===== src/rtl/evq_pkg.sv =====
// Constants, register map and types shared by the event queue interrupt unit
// Summary of operation
// - A rising edge on a fast input sets that input's pulse capture flag.
// - All eight pulse capture flags clear when the user program starts.
// - Capture flag freezes after the first scan if input is shared with counting.
// - An event becomes a request only with its own enable and global enable on.
// - Each enabled event number is pushed into an eight entry FIFO queue.
// - A non-empty queue suspends the main program so requests get served.
// - The head event number is read and its linked handler is started.
// - A finished handler pops the head; main program resumes once empty.
// - One request is served at a time; new events queue, never preempt.
// - A full queue masks new events until it drains and main resumes.
// - A request without linked handler is still dequeued, with empty response.
// - Three periodic timers raise events 26 to 28 at their millisecond intervals.
// - Changing a timer enable leaves already queued timer requests untouched.
// - A re-enabled timer restarts its interval count from zero.
// - Edge events 0-7 rise, 10-17 fall; one enable per input covers both.
// - External edges are served up to one thousand per second; faster may drop.
// - Counter events 20-25, 40 and 41 share one counter event enable.
// - Serial port events 30 to 37 each have their own enable.
// - Pulse train done events 18, 19 and 42 to 47 each have own enable.
package evq_pkg;

   // ----------------------------------------------------------------
   // Sizes
   // ----------------------------------------------------------------
   localparam int EVQ_DEPTH = 8;
   localparam int EVQ_AW = 3;
   localparam int EVQ_EW = 6;
   localparam int EVQ_NEVT = 64;
   localparam int EVQ_NTMR = 3;
   localparam logic [3:0] EVQ_FULL_COUNT = 4'h8;

   // ----------------------------------------------------------------
   // Timing
   // ----------------------------------------------------------------
   localparam int CLK_PERIOD_NS = 20;
   localparam int INTERVAL_UNIT_NS = 1000000;
   localparam int CYCLES_PER_MS = INTERVAL_UNIT_NS / CLK_PERIOD_NS;

   // ----------------------------------------------------------------
   // Event numbers
   // ----------------------------------------------------------------
   localparam int EV_RISE_BASE = 0;
   localparam int EV_FALL_BASE = 10;
   localparam int EV_PULSE_LO_BASE = 18;
   localparam int EV_CNT_LO_BASE = 20;
   localparam int EV_TIMER_BASE = 26;
   localparam int EV_SERIAL_BASE = 30;
   localparam int EV_CNT_HI_BASE = 40;
   localparam int EV_PULSE_HI_BASE = 42;

   // ----------------------------------------------------------------
   // Register word indices (byte address is four times the index)
   // ----------------------------------------------------------------
   localparam logic [3:0] REG_CTRL = 4'h0;
   localparam logic [3:0] REG_ENABLES = 4'h1;
   localparam logic [3:0] REG_TIMER_EN = 4'h2;
   localparam logic [3:0] REG_TIMER0_IVL = 4'h3;
   localparam logic [3:0] REG_TIMER1_IVL = 4'h4;
   localparam logic [3:0] REG_TIMER2_IVL = 4'h5;
   localparam logic [3:0] REG_SHARED = 4'h6;
   localparam logic [3:0] REG_CAPTURE = 4'h7;
   localparam logic [3:0] REG_STATUS = 4'h8;
   localparam logic [3:0] REG_LINK_LO = 4'h9;
   localparam logic [3:0] REG_LINK_HI = 4'hA;

   // ----------------------------------------------------------------
   // Field positions
   // ----------------------------------------------------------------
   localparam int CTRL_GLOBAL_BIT = 0;
   localparam int CTRL_COUNTER_BIT = 1;
   localparam int EN_EDGE_LSB = 0;
   localparam int EN_SERIAL_LSB = 8;
   localparam int EN_PULSE_LSB = 16;
   localparam int ST_COUNT_LSB = 0;
   localparam int ST_MASK_BIT = 4;
   localparam int ST_BUSY_BIT = 5;
   localparam int ST_SUSP_BIT = 6;
   localparam int ST_LOST_BIT = 7;
   localparam int ST_HEAD_LSB = 8;

   // ----------------------------------------------------------------
   // Reset values
   // ----------------------------------------------------------------
   localparam logic [1:0] CTRL_RST = 2'h0;
   localparam logic [23:0] ENABLES_RST = 24'h000000;
   localparam logic [2:0] TIMER_EN_RST = 3'h0;
   localparam logic [15:0] INTERVAL_RST = 16'h0000;
   localparam logic [7:0] SHARED_RST = 8'h00;
   localparam logic [63:0] LINK_RST = 64'h0000000000000000;

   typedef enum logic [1:0] {
      EVQ_IDLE = 2'b00,
      EVQ_FETCH = 2'b01,
      EVQ_DISPATCH = 2'b10,
      EVQ_RUN = 2'b11
   } evq_state_t;

endpackage


===== src/rtl/evq_queue_mem.sv =====
// Request queue storage: eight event numbers, registered read port
`timescale 1ns/1ps
module evq_queue_mem (
   input wire logic clk,
   input wire logic arst_n,
   input wire logic wr_en,
   input wire logic [evq_pkg::EVQ_AW-1:0] wr_addr,
   input wire logic [evq_pkg::EVQ_EW-1:0] wr_data,
   input wire logic [evq_pkg::EVQ_AW-1:0] rd_addr,
   output logic [evq_pkg::EVQ_EW-1:0] rd_data
);

   typedef struct packed {
      logic [evq_pkg::EVQ_DEPTH-1:0][evq_pkg::EVQ_EW-1:0] mem;
      logic [evq_pkg::EVQ_EW-1:0] rdata;
   } evq_mem_s_t;

   evq_mem_s_t st_reg;
   evq_mem_s_t st_next;

   always_comb begin
      st_next = st_reg;
      // Read sees the old word on a same-cycle write to the same slot
      st_next.rdata = st_reg.mem[rd_addr];
      if (wr_en) begin
         st_next.mem[wr_addr] = wr_data;
      end
   end

   always_ff @(posedge clk or negedge arst_n) begin
      if (!arst_n) begin
         st_reg <= '0;
      end else begin
         st_reg <= st_next;
      end
   end

   assign rd_data = st_reg.rdata;

endmodule


===== src/rtl/evq_timer.sv =====
// Periodic millisecond event source
`timescale 1ns/1ps
module evq_timer #(
   parameter int CYC_PER_MS = evq_pkg::CYCLES_PER_MS
) (
   input wire logic clk,
   input wire logic arst_n,
   input wire logic enable,
   input wire logic [15:0] interval,
   output logic fire
);

   typedef struct packed {
      logic [31:0] presc;
      logic [15:0] ms;
      logic fire;
   } evq_tmr_s_t;

   evq_tmr_s_t st_reg;
   evq_tmr_s_t st_next;

   always_comb begin
      st_next = st_reg;
      st_next.fire = 1'b0;
      if (!enable) begin
         // Held at zero while off, so a re-enable starts a fresh interval
         st_next.presc = '0;
         st_next.ms = '0;
      end else if (st_reg.presc == 32'(CYC_PER_MS - 1)) begin
         st_next.presc = '0;
         // Zero interval never fires
         if ((interval != 16'h0000) && (16'(st_reg.ms + 16'h0001) >= interval)) begin
            st_next.ms = '0;
            st_next.fire = 1'b1;
         end else begin
            st_next.ms = 16'(st_reg.ms + 16'h0001);
         end
      end else begin
         st_next.presc = 32'(st_reg.presc + 32'h00000001);
      end
   end

   always_ff @(posedge clk or negedge arst_n) begin
      if (!arst_n) begin
         st_reg <= '0;
      end else begin
         st_reg <= st_next;
      end
   end

   assign fire = st_reg.fire;

endmodule


===== src/rtl/evq_top.sv =====
// Event queue interrupt unit: edge capture, event gating, request FIFO, dispatch
`timescale 1ns/1ps
module evq_top #(
   parameter int CYCLES_PER_MS = evq_pkg::CYCLES_PER_MS
) (
   input wire logic clk,
   input wire logic arst_n,
   input wire logic [3:0] avs_address,
   input wire logic avs_read,
   input wire logic avs_write,
   input wire logic [31:0] avs_writedata,
   input wire logic [3:0] avs_byteenable,
   output logic [31:0] avs_readdata,
   output logic avs_waitrequest,
   input wire logic [7:0] fast_inputs,
   input wire logic [7:0] counter_events,
   input wire logic [7:0] serial_events,
   input wire logic [7:0] pulse_done_events,
   input wire logic program_start,
   input wire logic scan_end,
   input wire logic handler_done,
   output logic handler_start,
   output logic [5:0] handler_event,
   output logic main_suspend,
   output logic [7:0] pulse_capture_flags
);

   // ----------------------------------------------------------------
   // State
   // ----------------------------------------------------------------
   typedef struct packed {
      logic [7:0] in_prev;
      logic [7:0] capture;
      logic first_scan_done;
      logic [1:0] ctrl;
      logic [23:0] enables;
      logic [2:0] timer_en;
      logic [2:0][15:0] interval;
      logic [7:0] shared;
      logic [63:0] link;
      logic [63:0] pending;
      logic [2:0] wr_ptr;
      logic [2:0] rd_ptr;
      logic [3:0] count;
      logic masked;
      logic lost;
      evq_pkg::evq_state_t state;
      logic [5:0] head;
      logic start;
      logic [5:0] evt_out;
      logic suspend;
      logic waitreq;
      logic [31:0] rdata;
   } evq_top_s_t;

   localparam evq_top_s_t ST_RST = '{
      in_prev: 8'h00,
      capture: 8'h00,
      first_scan_done: 1'b0,
      ctrl: evq_pkg::CTRL_RST,
      enables: evq_pkg::ENABLES_RST,
      timer_en: evq_pkg::TIMER_EN_RST,
      interval: {3{evq_pkg::INTERVAL_RST}},
      shared: evq_pkg::SHARED_RST,
      link: evq_pkg::LINK_RST,
      pending: 64'h0000000000000000,
      wr_ptr: 3'h0,
      rd_ptr: 3'h0,
      count: 4'h0,
      masked: 1'b0,
      lost: 1'b0,
      state: evq_pkg::EVQ_IDLE,
      head: 6'h00,
      start: 1'b0,
      evt_out: 6'h00,
      suspend: 1'b0,
      waitreq: 1'b1,
      rdata: 32'h00000000
   };

   evq_top_s_t st_reg;
   evq_top_s_t st_next;

   logic [2:0] tmr_fire;
   logic [5:0] q_rdata;
   logic push;
   logic pop;
   logic [5:0] sel;
   logic [63:0] evt;
   logic [7:0] rise;
   logic [7:0] fall;
   logic rd_take;
   logic wr_take;
   logic [31:0] status;

   // ----------------------------------------------------------------
   // Timers and queue storage
   // ----------------------------------------------------------------
   genvar gi;
   generate
      for (gi = 0; gi < evq_pkg::EVQ_NTMR; gi++) begin : g_tmr
         evq_timer #(
            .CYC_PER_MS(CYCLES_PER_MS)
         ) u_timer (
            .clk(clk),
            .arst_n(arst_n),
            .enable(st_reg.timer_en[gi]),
            .interval(st_reg.interval[gi]),
            .fire(tmr_fire[gi])
         );
      end
   endgenerate

   evq_queue_mem u_mem (
      .clk(clk),
      .arst_n(arst_n),
      .wr_en(push),
      .wr_addr(st_reg.wr_ptr),
      .wr_data(sel),
      .rd_addr(st_reg.rd_ptr),
      .rd_data(q_rdata)
   );

   function automatic logic [31:0] merge(input logic [31:0] old, input logic [31:0] wd,
                                         input logic [3:0] be);
      logic [31:0] m;
      m = {{8{be[3]}}, {8{be[2]}}, {8{be[1]}}, {8{be[0]}}};
      return (old & ~m) | (wd & m);
   endfunction

   // ----------------------------------------------------------------
   // Next state
   // ----------------------------------------------------------------
   always_comb begin
      st_next = st_reg;
      st_next.start = 1'b0;
      evt = '0;
      sel = '0;
      push = 1'b0;
      pop = 1'b0;

      // Bus: waitrequest drops for exactly one cycle per request
      rd_take = avs_read & st_reg.waitreq;
      wr_take = avs_write & ~st_reg.waitreq;
      st_next.waitreq = ~((avs_read | avs_write) & st_reg.waitreq);

      // Edge detection and pulse capture
      rise = fast_inputs & ~st_reg.in_prev;
      fall = ~fast_inputs & st_reg.in_prev;
      st_next.in_prev = fast_inputs;
      for (int i = 0; i < 8; i++) begin
         if (st_reg.shared[i] && st_reg.first_scan_done) begin
            // Frozen input keeps its flag but still obeys the start clear
            st_next.capture[i] = st_reg.capture[i] & ~program_start;
         end else begin
            // Set beats the program-start clear in the same cycle
            st_next.capture[i] = (st_reg.capture[i] & ~program_start) | rise[i];
         end
      end
      if (program_start) begin
         st_next.first_scan_done = 1'b0;
      end else if (scan_end) begin
         st_next.first_scan_done = 1'b1;
      end

      // Event vector; counter events share one ctrl enable, other sources have their own
      for (int i = 0; i < 8; i++) begin
         evt[evq_pkg::EV_RISE_BASE + i] = rise[i] & st_reg.enables[evq_pkg::EN_EDGE_LSB + i];
         evt[evq_pkg::EV_FALL_BASE + i] = fall[i] & st_reg.enables[evq_pkg::EN_EDGE_LSB + i];
         evt[evq_pkg::EV_SERIAL_BASE + i] = serial_events[i]
            & st_reg.enables[evq_pkg::EN_SERIAL_LSB + i];
         if (i < 2) begin
            evt[evq_pkg::EV_PULSE_LO_BASE + i] = pulse_done_events[i]
               & st_reg.enables[evq_pkg::EN_PULSE_LSB + i];
         end else begin
            evt[evq_pkg::EV_PULSE_HI_BASE + i - 2] = pulse_done_events[i]
               & st_reg.enables[evq_pkg::EN_PULSE_LSB + i];
         end
         if (i < 6) begin
            evt[evq_pkg::EV_CNT_LO_BASE + i] = counter_events[i]
               & st_reg.ctrl[evq_pkg::CTRL_COUNTER_BIT];
         end else begin
            evt[evq_pkg::EV_CNT_HI_BASE + i - 6] = counter_events[i]
               & st_reg.ctrl[evq_pkg::CTRL_COUNTER_BIT];
         end
      end
      for (int t = 0; t < evq_pkg::EVQ_NTMR; t++) begin
         evt[evq_pkg::EV_TIMER_BASE + t] = tmr_fire[t] & st_reg.timer_en[t];
      end
      if (!st_reg.ctrl[evq_pkg::CTRL_GLOBAL_BIT]) begin
         evt = '0;
      end

      // Lowest pending number goes first
      for (int k = evq_pkg::EVQ_NEVT - 1; k >= 0; k--) begin
         if (st_reg.pending[k]) begin
            sel = 6'(k);
         end
      end
      push = (st_reg.pending != 64'h0000000000000000) && !st_reg.masked
         && (st_reg.count != evq_pkg::EVQ_FULL_COUNT);

      // Dispatch: one request in service at a time
      case (st_reg.state)
         evq_pkg::EVQ_IDLE: begin
            if (st_reg.count != 4'h0) begin
               st_next.state = evq_pkg::EVQ_FETCH;
            end
         end
         evq_pkg::EVQ_FETCH: begin
            st_next.head = q_rdata;
            st_next.state = evq_pkg::EVQ_DISPATCH;
         end
         evq_pkg::EVQ_DISPATCH: begin
            if (st_reg.link[st_reg.head]) begin
               st_next.start = 1'b1;
               st_next.evt_out = st_reg.head;
               st_next.state = evq_pkg::EVQ_RUN;
            end else begin
               pop = 1'b1;
               st_next.state = evq_pkg::EVQ_IDLE;
            end
         end
         evq_pkg::EVQ_RUN: begin
            // New events only queue up here, nothing preempts the handler
            if (handler_done) begin
               pop = 1'b1;
               st_next.state = evq_pkg::EVQ_IDLE;
            end
         end
         default: begin
            st_next.state = evq_pkg::EVQ_IDLE;
         end
      endcase

      // Pending set: a repeat of a still-pending event merges with it, which
      // is where edges faster than service get lost
      if (push) begin
         st_next.pending[sel] = 1'b0;
         st_next.wr_ptr = 3'(st_reg.wr_ptr + 3'h1);
      end
      if (!st_reg.masked) begin
         st_next.pending = st_next.pending | evt;
      end else if ((evt | st_reg.pending) != '0) begin
         st_next.pending = '0;
         st_next.lost = 1'b1;
      end
      if (pop) begin
         st_next.rd_ptr = 3'(st_reg.rd_ptr + 3'h1);
      end
      st_next.count = 4'(st_reg.count + {3'h0, push} - {3'h0, pop});

      // Mask holds until empty and the main program is running again
      if (st_next.count == evq_pkg::EVQ_FULL_COUNT) begin
         st_next.masked = 1'b1;
      end else if ((st_reg.count == 4'h0) && (st_reg.state == evq_pkg::EVQ_IDLE)
                   && !st_reg.suspend) begin
         st_next.masked = 1'b0;
      end
      st_next.suspend = (st_next.count != 4'h0)
         || (st_next.state != evq_pkg::EVQ_IDLE);

      // Status word
      status = '0;
      status[evq_pkg::ST_COUNT_LSB +: 4] = st_reg.count;
      status[evq_pkg::ST_MASK_BIT] = st_reg.masked;
      status[evq_pkg::ST_BUSY_BIT] = (st_reg.state == evq_pkg::EVQ_RUN);
      status[evq_pkg::ST_SUSP_BIT] = st_reg.suspend;
      status[evq_pkg::ST_LOST_BIT] = st_reg.lost;
      status[evq_pkg::ST_HEAD_LSB +: 6] = st_reg.head;

      // Register read; unmapped words read as zero
      if (rd_take) begin
         case (avs_address)
            evq_pkg::REG_CTRL: st_next.rdata = {30'h0, st_reg.ctrl};
            evq_pkg::REG_ENABLES: st_next.rdata = {8'h00, st_reg.enables};
            evq_pkg::REG_TIMER_EN: st_next.rdata = {29'h0, st_reg.timer_en};
            evq_pkg::REG_TIMER0_IVL: st_next.rdata = {16'h0000, st_reg.interval[0]};
            evq_pkg::REG_TIMER1_IVL: st_next.rdata = {16'h0000, st_reg.interval[1]};
            evq_pkg::REG_TIMER2_IVL: st_next.rdata = {16'h0000, st_reg.interval[2]};
            evq_pkg::REG_SHARED: st_next.rdata = {24'h000000, st_reg.shared};
            evq_pkg::REG_CAPTURE: st_next.rdata = {24'h000000, st_reg.capture};
            evq_pkg::REG_STATUS: st_next.rdata = status;
            evq_pkg::REG_LINK_LO: st_next.rdata = st_reg.link[31:0];
            evq_pkg::REG_LINK_HI: st_next.rdata = st_reg.link[63:32];
            default: st_next.rdata = 32'h00000000;
         endcase
      end

      // Register write; timer enable changes leave queued requests alone
      if (wr_take) begin
         case (avs_address)
            evq_pkg::REG_CTRL: begin
               st_next.ctrl = 2'(merge({30'h0, st_reg.ctrl}, avs_writedata, avs_byteenable));
            end
            evq_pkg::REG_ENABLES: begin
               st_next.enables = 24'(merge({8'h00, st_reg.enables}, avs_writedata,
                                           avs_byteenable));
            end
            evq_pkg::REG_TIMER_EN: begin
               st_next.timer_en = 3'(merge({29'h0, st_reg.timer_en}, avs_writedata,
                                           avs_byteenable));
            end
            evq_pkg::REG_TIMER0_IVL: begin
               st_next.interval[0] = 16'(merge({16'h0000, st_reg.interval[0]}, avs_writedata,
                                               avs_byteenable));
            end
            evq_pkg::REG_TIMER1_IVL: begin
               st_next.interval[1] = 16'(merge({16'h0000, st_reg.interval[1]}, avs_writedata,
                                               avs_byteenable));
            end
            evq_pkg::REG_TIMER2_IVL: begin
               st_next.interval[2] = 16'(merge({16'h0000, st_reg.interval[2]}, avs_writedata,
                                               avs_byteenable));
            end
            evq_pkg::REG_SHARED: begin
               st_next.shared = 8'(merge({24'h000000, st_reg.shared}, avs_writedata,
                                         avs_byteenable));
            end
            evq_pkg::REG_STATUS: begin
               // Write one clears the lost flag; a new loss in the same cycle wins
               if (avs_byteenable[0] && avs_writedata[evq_pkg::ST_LOST_BIT]
                   && !(st_reg.masked && ((evt | st_reg.pending) != '0))) begin
                  st_next.lost = 1'b0;
               end
            end
            evq_pkg::REG_LINK_LO: begin
               st_next.link[31:0] = merge(st_reg.link[31:0], avs_writedata, avs_byteenable);
            end
            evq_pkg::REG_LINK_HI: begin
               st_next.link[63:32] = merge(st_reg.link[63:32], avs_writedata, avs_byteenable);
            end
            default: begin
            end
         endcase
      end
   end

   always_ff @(posedge clk or negedge arst_n) begin
      if (!arst_n) begin
         st_reg <= ST_RST;
      end else begin
         st_reg <= st_next;
      end
   end

   // ----------------------------------------------------------------
   // Outputs
   // ----------------------------------------------------------------
   assign avs_readdata = st_reg.rdata;
   assign avs_waitrequest = st_reg.waitreq;
   assign handler_start = st_reg.start;
   assign handler_event = st_reg.evt_out;
   assign main_suspend = st_reg.suspend;
   assign pulse_capture_flags = st_reg.capture;

endmodule


===== config.mk =====
export PLATFORM = sky130hd
export DESIGN_NAME = evq_top
export DESIGN_NICKNAME = d
export VERILOG_FILES = /design/src/rtl/evq_pkg.sv /design/src/rtl/evq_queue_mem.sv /design/src/rtl/evq_timer.sv /design/src/rtl/evq_top.sv
export SDC_FILE = /design/constraint.sdc
export NUM_CORES = 1
export LEC_CHECK = 0
export ABC_CLOCK_PERIOD_IN_PS = 3200
export BUFFER_PORTS_ARGS = -buffer_cell sky130_fd_sc_hd__buf_2
export CAP_MARGIN = 20
export CORE_MARGIN = 2
export CORE_UTILIZATION = 56
export DETAILED_ROUTE_END_ITERATION = 12
export GPL_ROUTABILITY_DRIVEN = 0
export PLACE_DENSITY = 0.77
export SLEW_MARGIN = 20
export SYNTH_ARGS = -nofsm -noshare
export SYNTH_HDL_FRONTEND = slang
export SYNTH_HIERARCHICAL = 1
export SYNTH_SLANG_ARGS = --single-unit

===== constraint.sdc =====
create_clock -name clk -period 3.2 [get_ports clk]
set_clock_uncertainty 0.1 [all_clocks]
set_input_delay 0 -clock clk [delete_from_list [all_inputs] [get_ports clk]]
set_output_delay 0 -clock clk [all_outputs]
set_load 0.1 [all_outputs]

==> metrics.md <==
| Metric | Value |
|---|---|
| Clock sinks | `492` |
| Synthesized Nets | `around 2500` |
| Effective utilization at floorplan | `a little under three fifths` |
| Max Buffers Root-to-Sink | `3` |
| Min Clock Period, post-route | `between 3 and 4 ns` |
| Comb pwr share | `about a fifth` |
| Max Clk Rate | `approximately 0.29 GHz` |
| Detail Placement HPWL | `52000 um` |
| CTS tree | `done` |
| Worst-Margin Slew | `1.06 ns` |
| Initial detailed-routing violation count | `between 2000 and 2500` |
| Fin. max-slew vios | `0` |
| Vias in the first global route | `21100` |
| Number of flops mapped to enable cells by yosys | `0` |
| Row count | `between 70 and 80` |
| Worst-path clk slew | `~0.070 ns` |
| CP Capture Point | `st_reg[50]` |
| Critical Path Fanout Max | `5` |
| Filler cells | `approximately 3200` |
| Fraction of layout cells with a size suffix above 1 | `27.9%` |
| Core ar. | `0.0455 mm2` |
| Hold Crit Class | `in -> reg` |
| Ports | `~130` |
| Reg-to-reg critical path endpoint | `st_reg[50]` |
| Netlist Area Pre-Place | `between 0.02 and 0.03 mm2` |
| Most frequent cell after synthesis | `dfrtp_1` |
| CP Launch Type | `flop` |
| CTS Buf Count | `just over 50` |
| Violated checks | `setup timing` |
| PwrDens | `about 540 mW/mm2` |
| Post-route setup TNS | `-1.80 ns` |
| Post-synth ARST share | `100%` |
| Internal power | `about 11000 uW` |
| PnR worst setup slack | `-0.283 ns` |
| Worst R2R Path Depth | `14` |
| GRT overflow | `0` |
| Skew-Pair Late Insertion Delay | `approximately 0.61 ns` |
| Share of the synthesized area in the top cell type | `roughly 48%` |
| Yosys warns | `6` |
| Initial DRT Pass Iterations | `6` |
| Maximum vdd drop | `around 0.00045 V` |
| Fin. Hold Viols | `0` |
| Fin area | `~0.03 mm2` |
| Drt total wl | `75100 um` |
| DR vias | `21300` |
| Initial antenna violation count | `11` |
| Area grow syn2layout | `19.4%` |
| GRT Total Usage | `between 30% and 40%` |
| Storage cell area | `approximately 0.012 mm2` |
| FF-to-FF Start | `st_reg[41]` |
| Largest net degree at the start of global routing | `between 90 and 100` |
| P_leak | `0.0143 uW` |
| Required @ worst endpoint | `between 3 and 4 ns` |
| Switching fraction of total power | `31.5%` |
| Most instantiated cells after synthesis | `dfrtp_1 (491), mux2_2 (219), nor2_1 (183), nand2_1 (177), inv_1 (104)` |
| Crit. End Element | `flop` |
| Final setup violation count | `38` |
| Post-synth top flop | `dfrtp_1` |
| Outcome | `finished, violations left` |
| Root Driver | `clkbuf_16` |
| Sw Pwr | `between 5000 and 6000 uW` |
| Multi-input gate area | `0.0128 mm2` |
| Die area | `0.0479 mm2` |
| Mean post-synth cell area | `10.8 um2` |
| Yosys reg bits | `roughly 490` |
| Slew HR | `29.5%` |
| Max-Cap Viols | `0` |
| Die Wd | `219 um` |
| Die H | `between 200 and 250 um` |
| Finished Core Util | `67.8%` |
| Post-Place Cell Area | `0.0275 mm2` |
| Port bufs | `approximately 130` |
| First-pass GRT wire length | `115000 um` |
| Critical Path AT | `between 3 and 4 ns` |
| Flop pwr share | `43.6%` |
| Area leader, netlist | `dfrtp_1` |
| Vias/cell | `~6.4` |
| Period utilisation layout | `109%` |
| Drt wl/cell | `roughly 23 um` |
| DRC | `0` |
| Critical path type | `reg -> reg` |
| Largest cells by area after synthesis | `dfrtp_1 (48%), mux2_2 (9.5%), ha_1 (3.0%), nor2_1 (2.7%), nand2_1 (2.6%)` |
| Net count, final | `2828` |
| Internal reg-to-reg setup slack | `-0.28 ns` |
| Sequential fraction of the synthesis area | `approximately 48%` |
| # H-tree levels | `2` |
| Post-synthesis instance total | `2390` |
| Crit. Startpoint | `st_reg[41]` |
| RSZ-0062 raised after global routing | `true` |
| Count of different cell masters after synthesis | `87` |
| Clock power share | `35.1%` |
| Post-route ant nets | `0` |
layer usage:
| layer | up-vias | track usage, % | routed length [um] |
|---|---|---|---|
| met3 | 247 | 6.87 | 6950 |
| met2 | 1121 | 48.8 | 34800 |
| met1 | 10600 | 40.6 | 29600 |
| met5 | - | 0 | 71 |
| li1 | 9332 | - | - |
| met4 | 12 | 14.0 | 3760 |
worst min path at each step:
stage | cells past startpoint | slack [ns] | to | startpoint
floorplan | 0 | -0.40 | async pin | arst_n
global placement | 1 | -0.03 | st_reg[59] | arst_n
detailed placement | 1 | -0.02 | st_reg[60] | arst_n
CTS | 2 | 0.004 | st_reg[289] | fast_inputs[6]
global route | 2 | 0.04 | st_reg[285] | fast_inputs[2]
finish | 2 | 0.02 | st_reg[289] | fast_inputs[6]
cells in the final DEF (no fill, tap or decap), types with 46 or more instances in the layout:
master / netlist / layout
xor2_1: 49 / 46
nand2_1: 177 / 170
inv_1: 104 / 99
buf_4: 58 / 150
mux2_2: 219 / 218
nor4_1: 62 / 62
buf_2: 26 / 126
nand3_1: 94 / 93
o21ai_0: 76 / 75
dfrtp_1: 491 / 489
ha_1: 62 / 54
nand4_1: 57 / 57
a22oi_1: 53 / 46
a21oi_1: 57 / 53
xnor2_1: 70 / 61
dlygate4sd3_1: 0 / 89
nor2_1: 183 / 173
clkbuf_16: 0 / 51
stage by stage:
stage / hold slack, ns / total power, uW / worst slack [ns] / cells
after floorplan: -0.396 / 9140 / -0.126 / 2390
after global placement: -0.0309 / 10200 / -0.207 / 3104
after detailed placement: -0.0169 / 10400 / -0.271 / 3104
after CTS: 0.00443 / 16400 / -0.256 / 3292
after global routing: 0.0431 / 17100 / -0.394 / 3325
final: 0.0239 / 16500 / -0.283 / 3326
cell families (layout without fill, tap and decap cells):
group / count (synthesis) / count (layout) / share of synthesized area, %
buffers and inverters: 248 / 579 / 4.80
flip-flops: 492 / 492 / 47.7
AO/OA/AOI/OAI: 383 / 383 / 10.9
XOR/XNOR: 119 / 119 / 4.03
multiplexers: 255 / 255 / 12.4
AND/OR/NAND/NOR: 830 / 830 / 17.1
adder cells (fa/ha/maj): 63 / 63 / 3.08
other: 0 / 5 / 0
power by group through the flow:
stage / registers (uW) / clock network [uW] / logic (uW)
after floorplan: 7070 / 0 / 2070
after global placement: 7270 / 0 / 2970
after detailed placement: 7290 / 0 / 3060
after CTS: 7180 / 5870 / 3360
after global routing: 7250 / 6140 / 3740
final: 7220 / 5810 / 3520
worst max-delay path, cell delays in order (launching register included):
cell	delay, ns
dfrtp_2	0.42
buf_12	0.14
mux4_2	0.49
mux2_4	0.29
a31oi_1	0.13
nand4b_1	0.17
a31o_4	0.28
inv_4	0.06
ha_4	0.18
inv_2	0.06
ha_4	0.13
inv_2	0.03
fa_1	0.50
inv_2	0.06
o41ai_2	0.31
timing repair:
action	4_1_cts	5_1_grt
gates cloned	3	3
hold buffers	89	0
setup endpoints to repair	56	56
pin swaps	9	67
hold endpoints to repair	734	0
buffers inserted	8	27
gates resized for setup	29	79
area by class of cell:
cell class	count	area share, %
multi-input combinational	1650	41.5
sequential	492	39.9
inverter	105	1.29
clock inverter	18	0.527
tap	600	2.43
timing repair buffer	386	9.62
clock buffer	70	4.66
antenna	5	0.0406
Power figures use the tool's default switching activity.
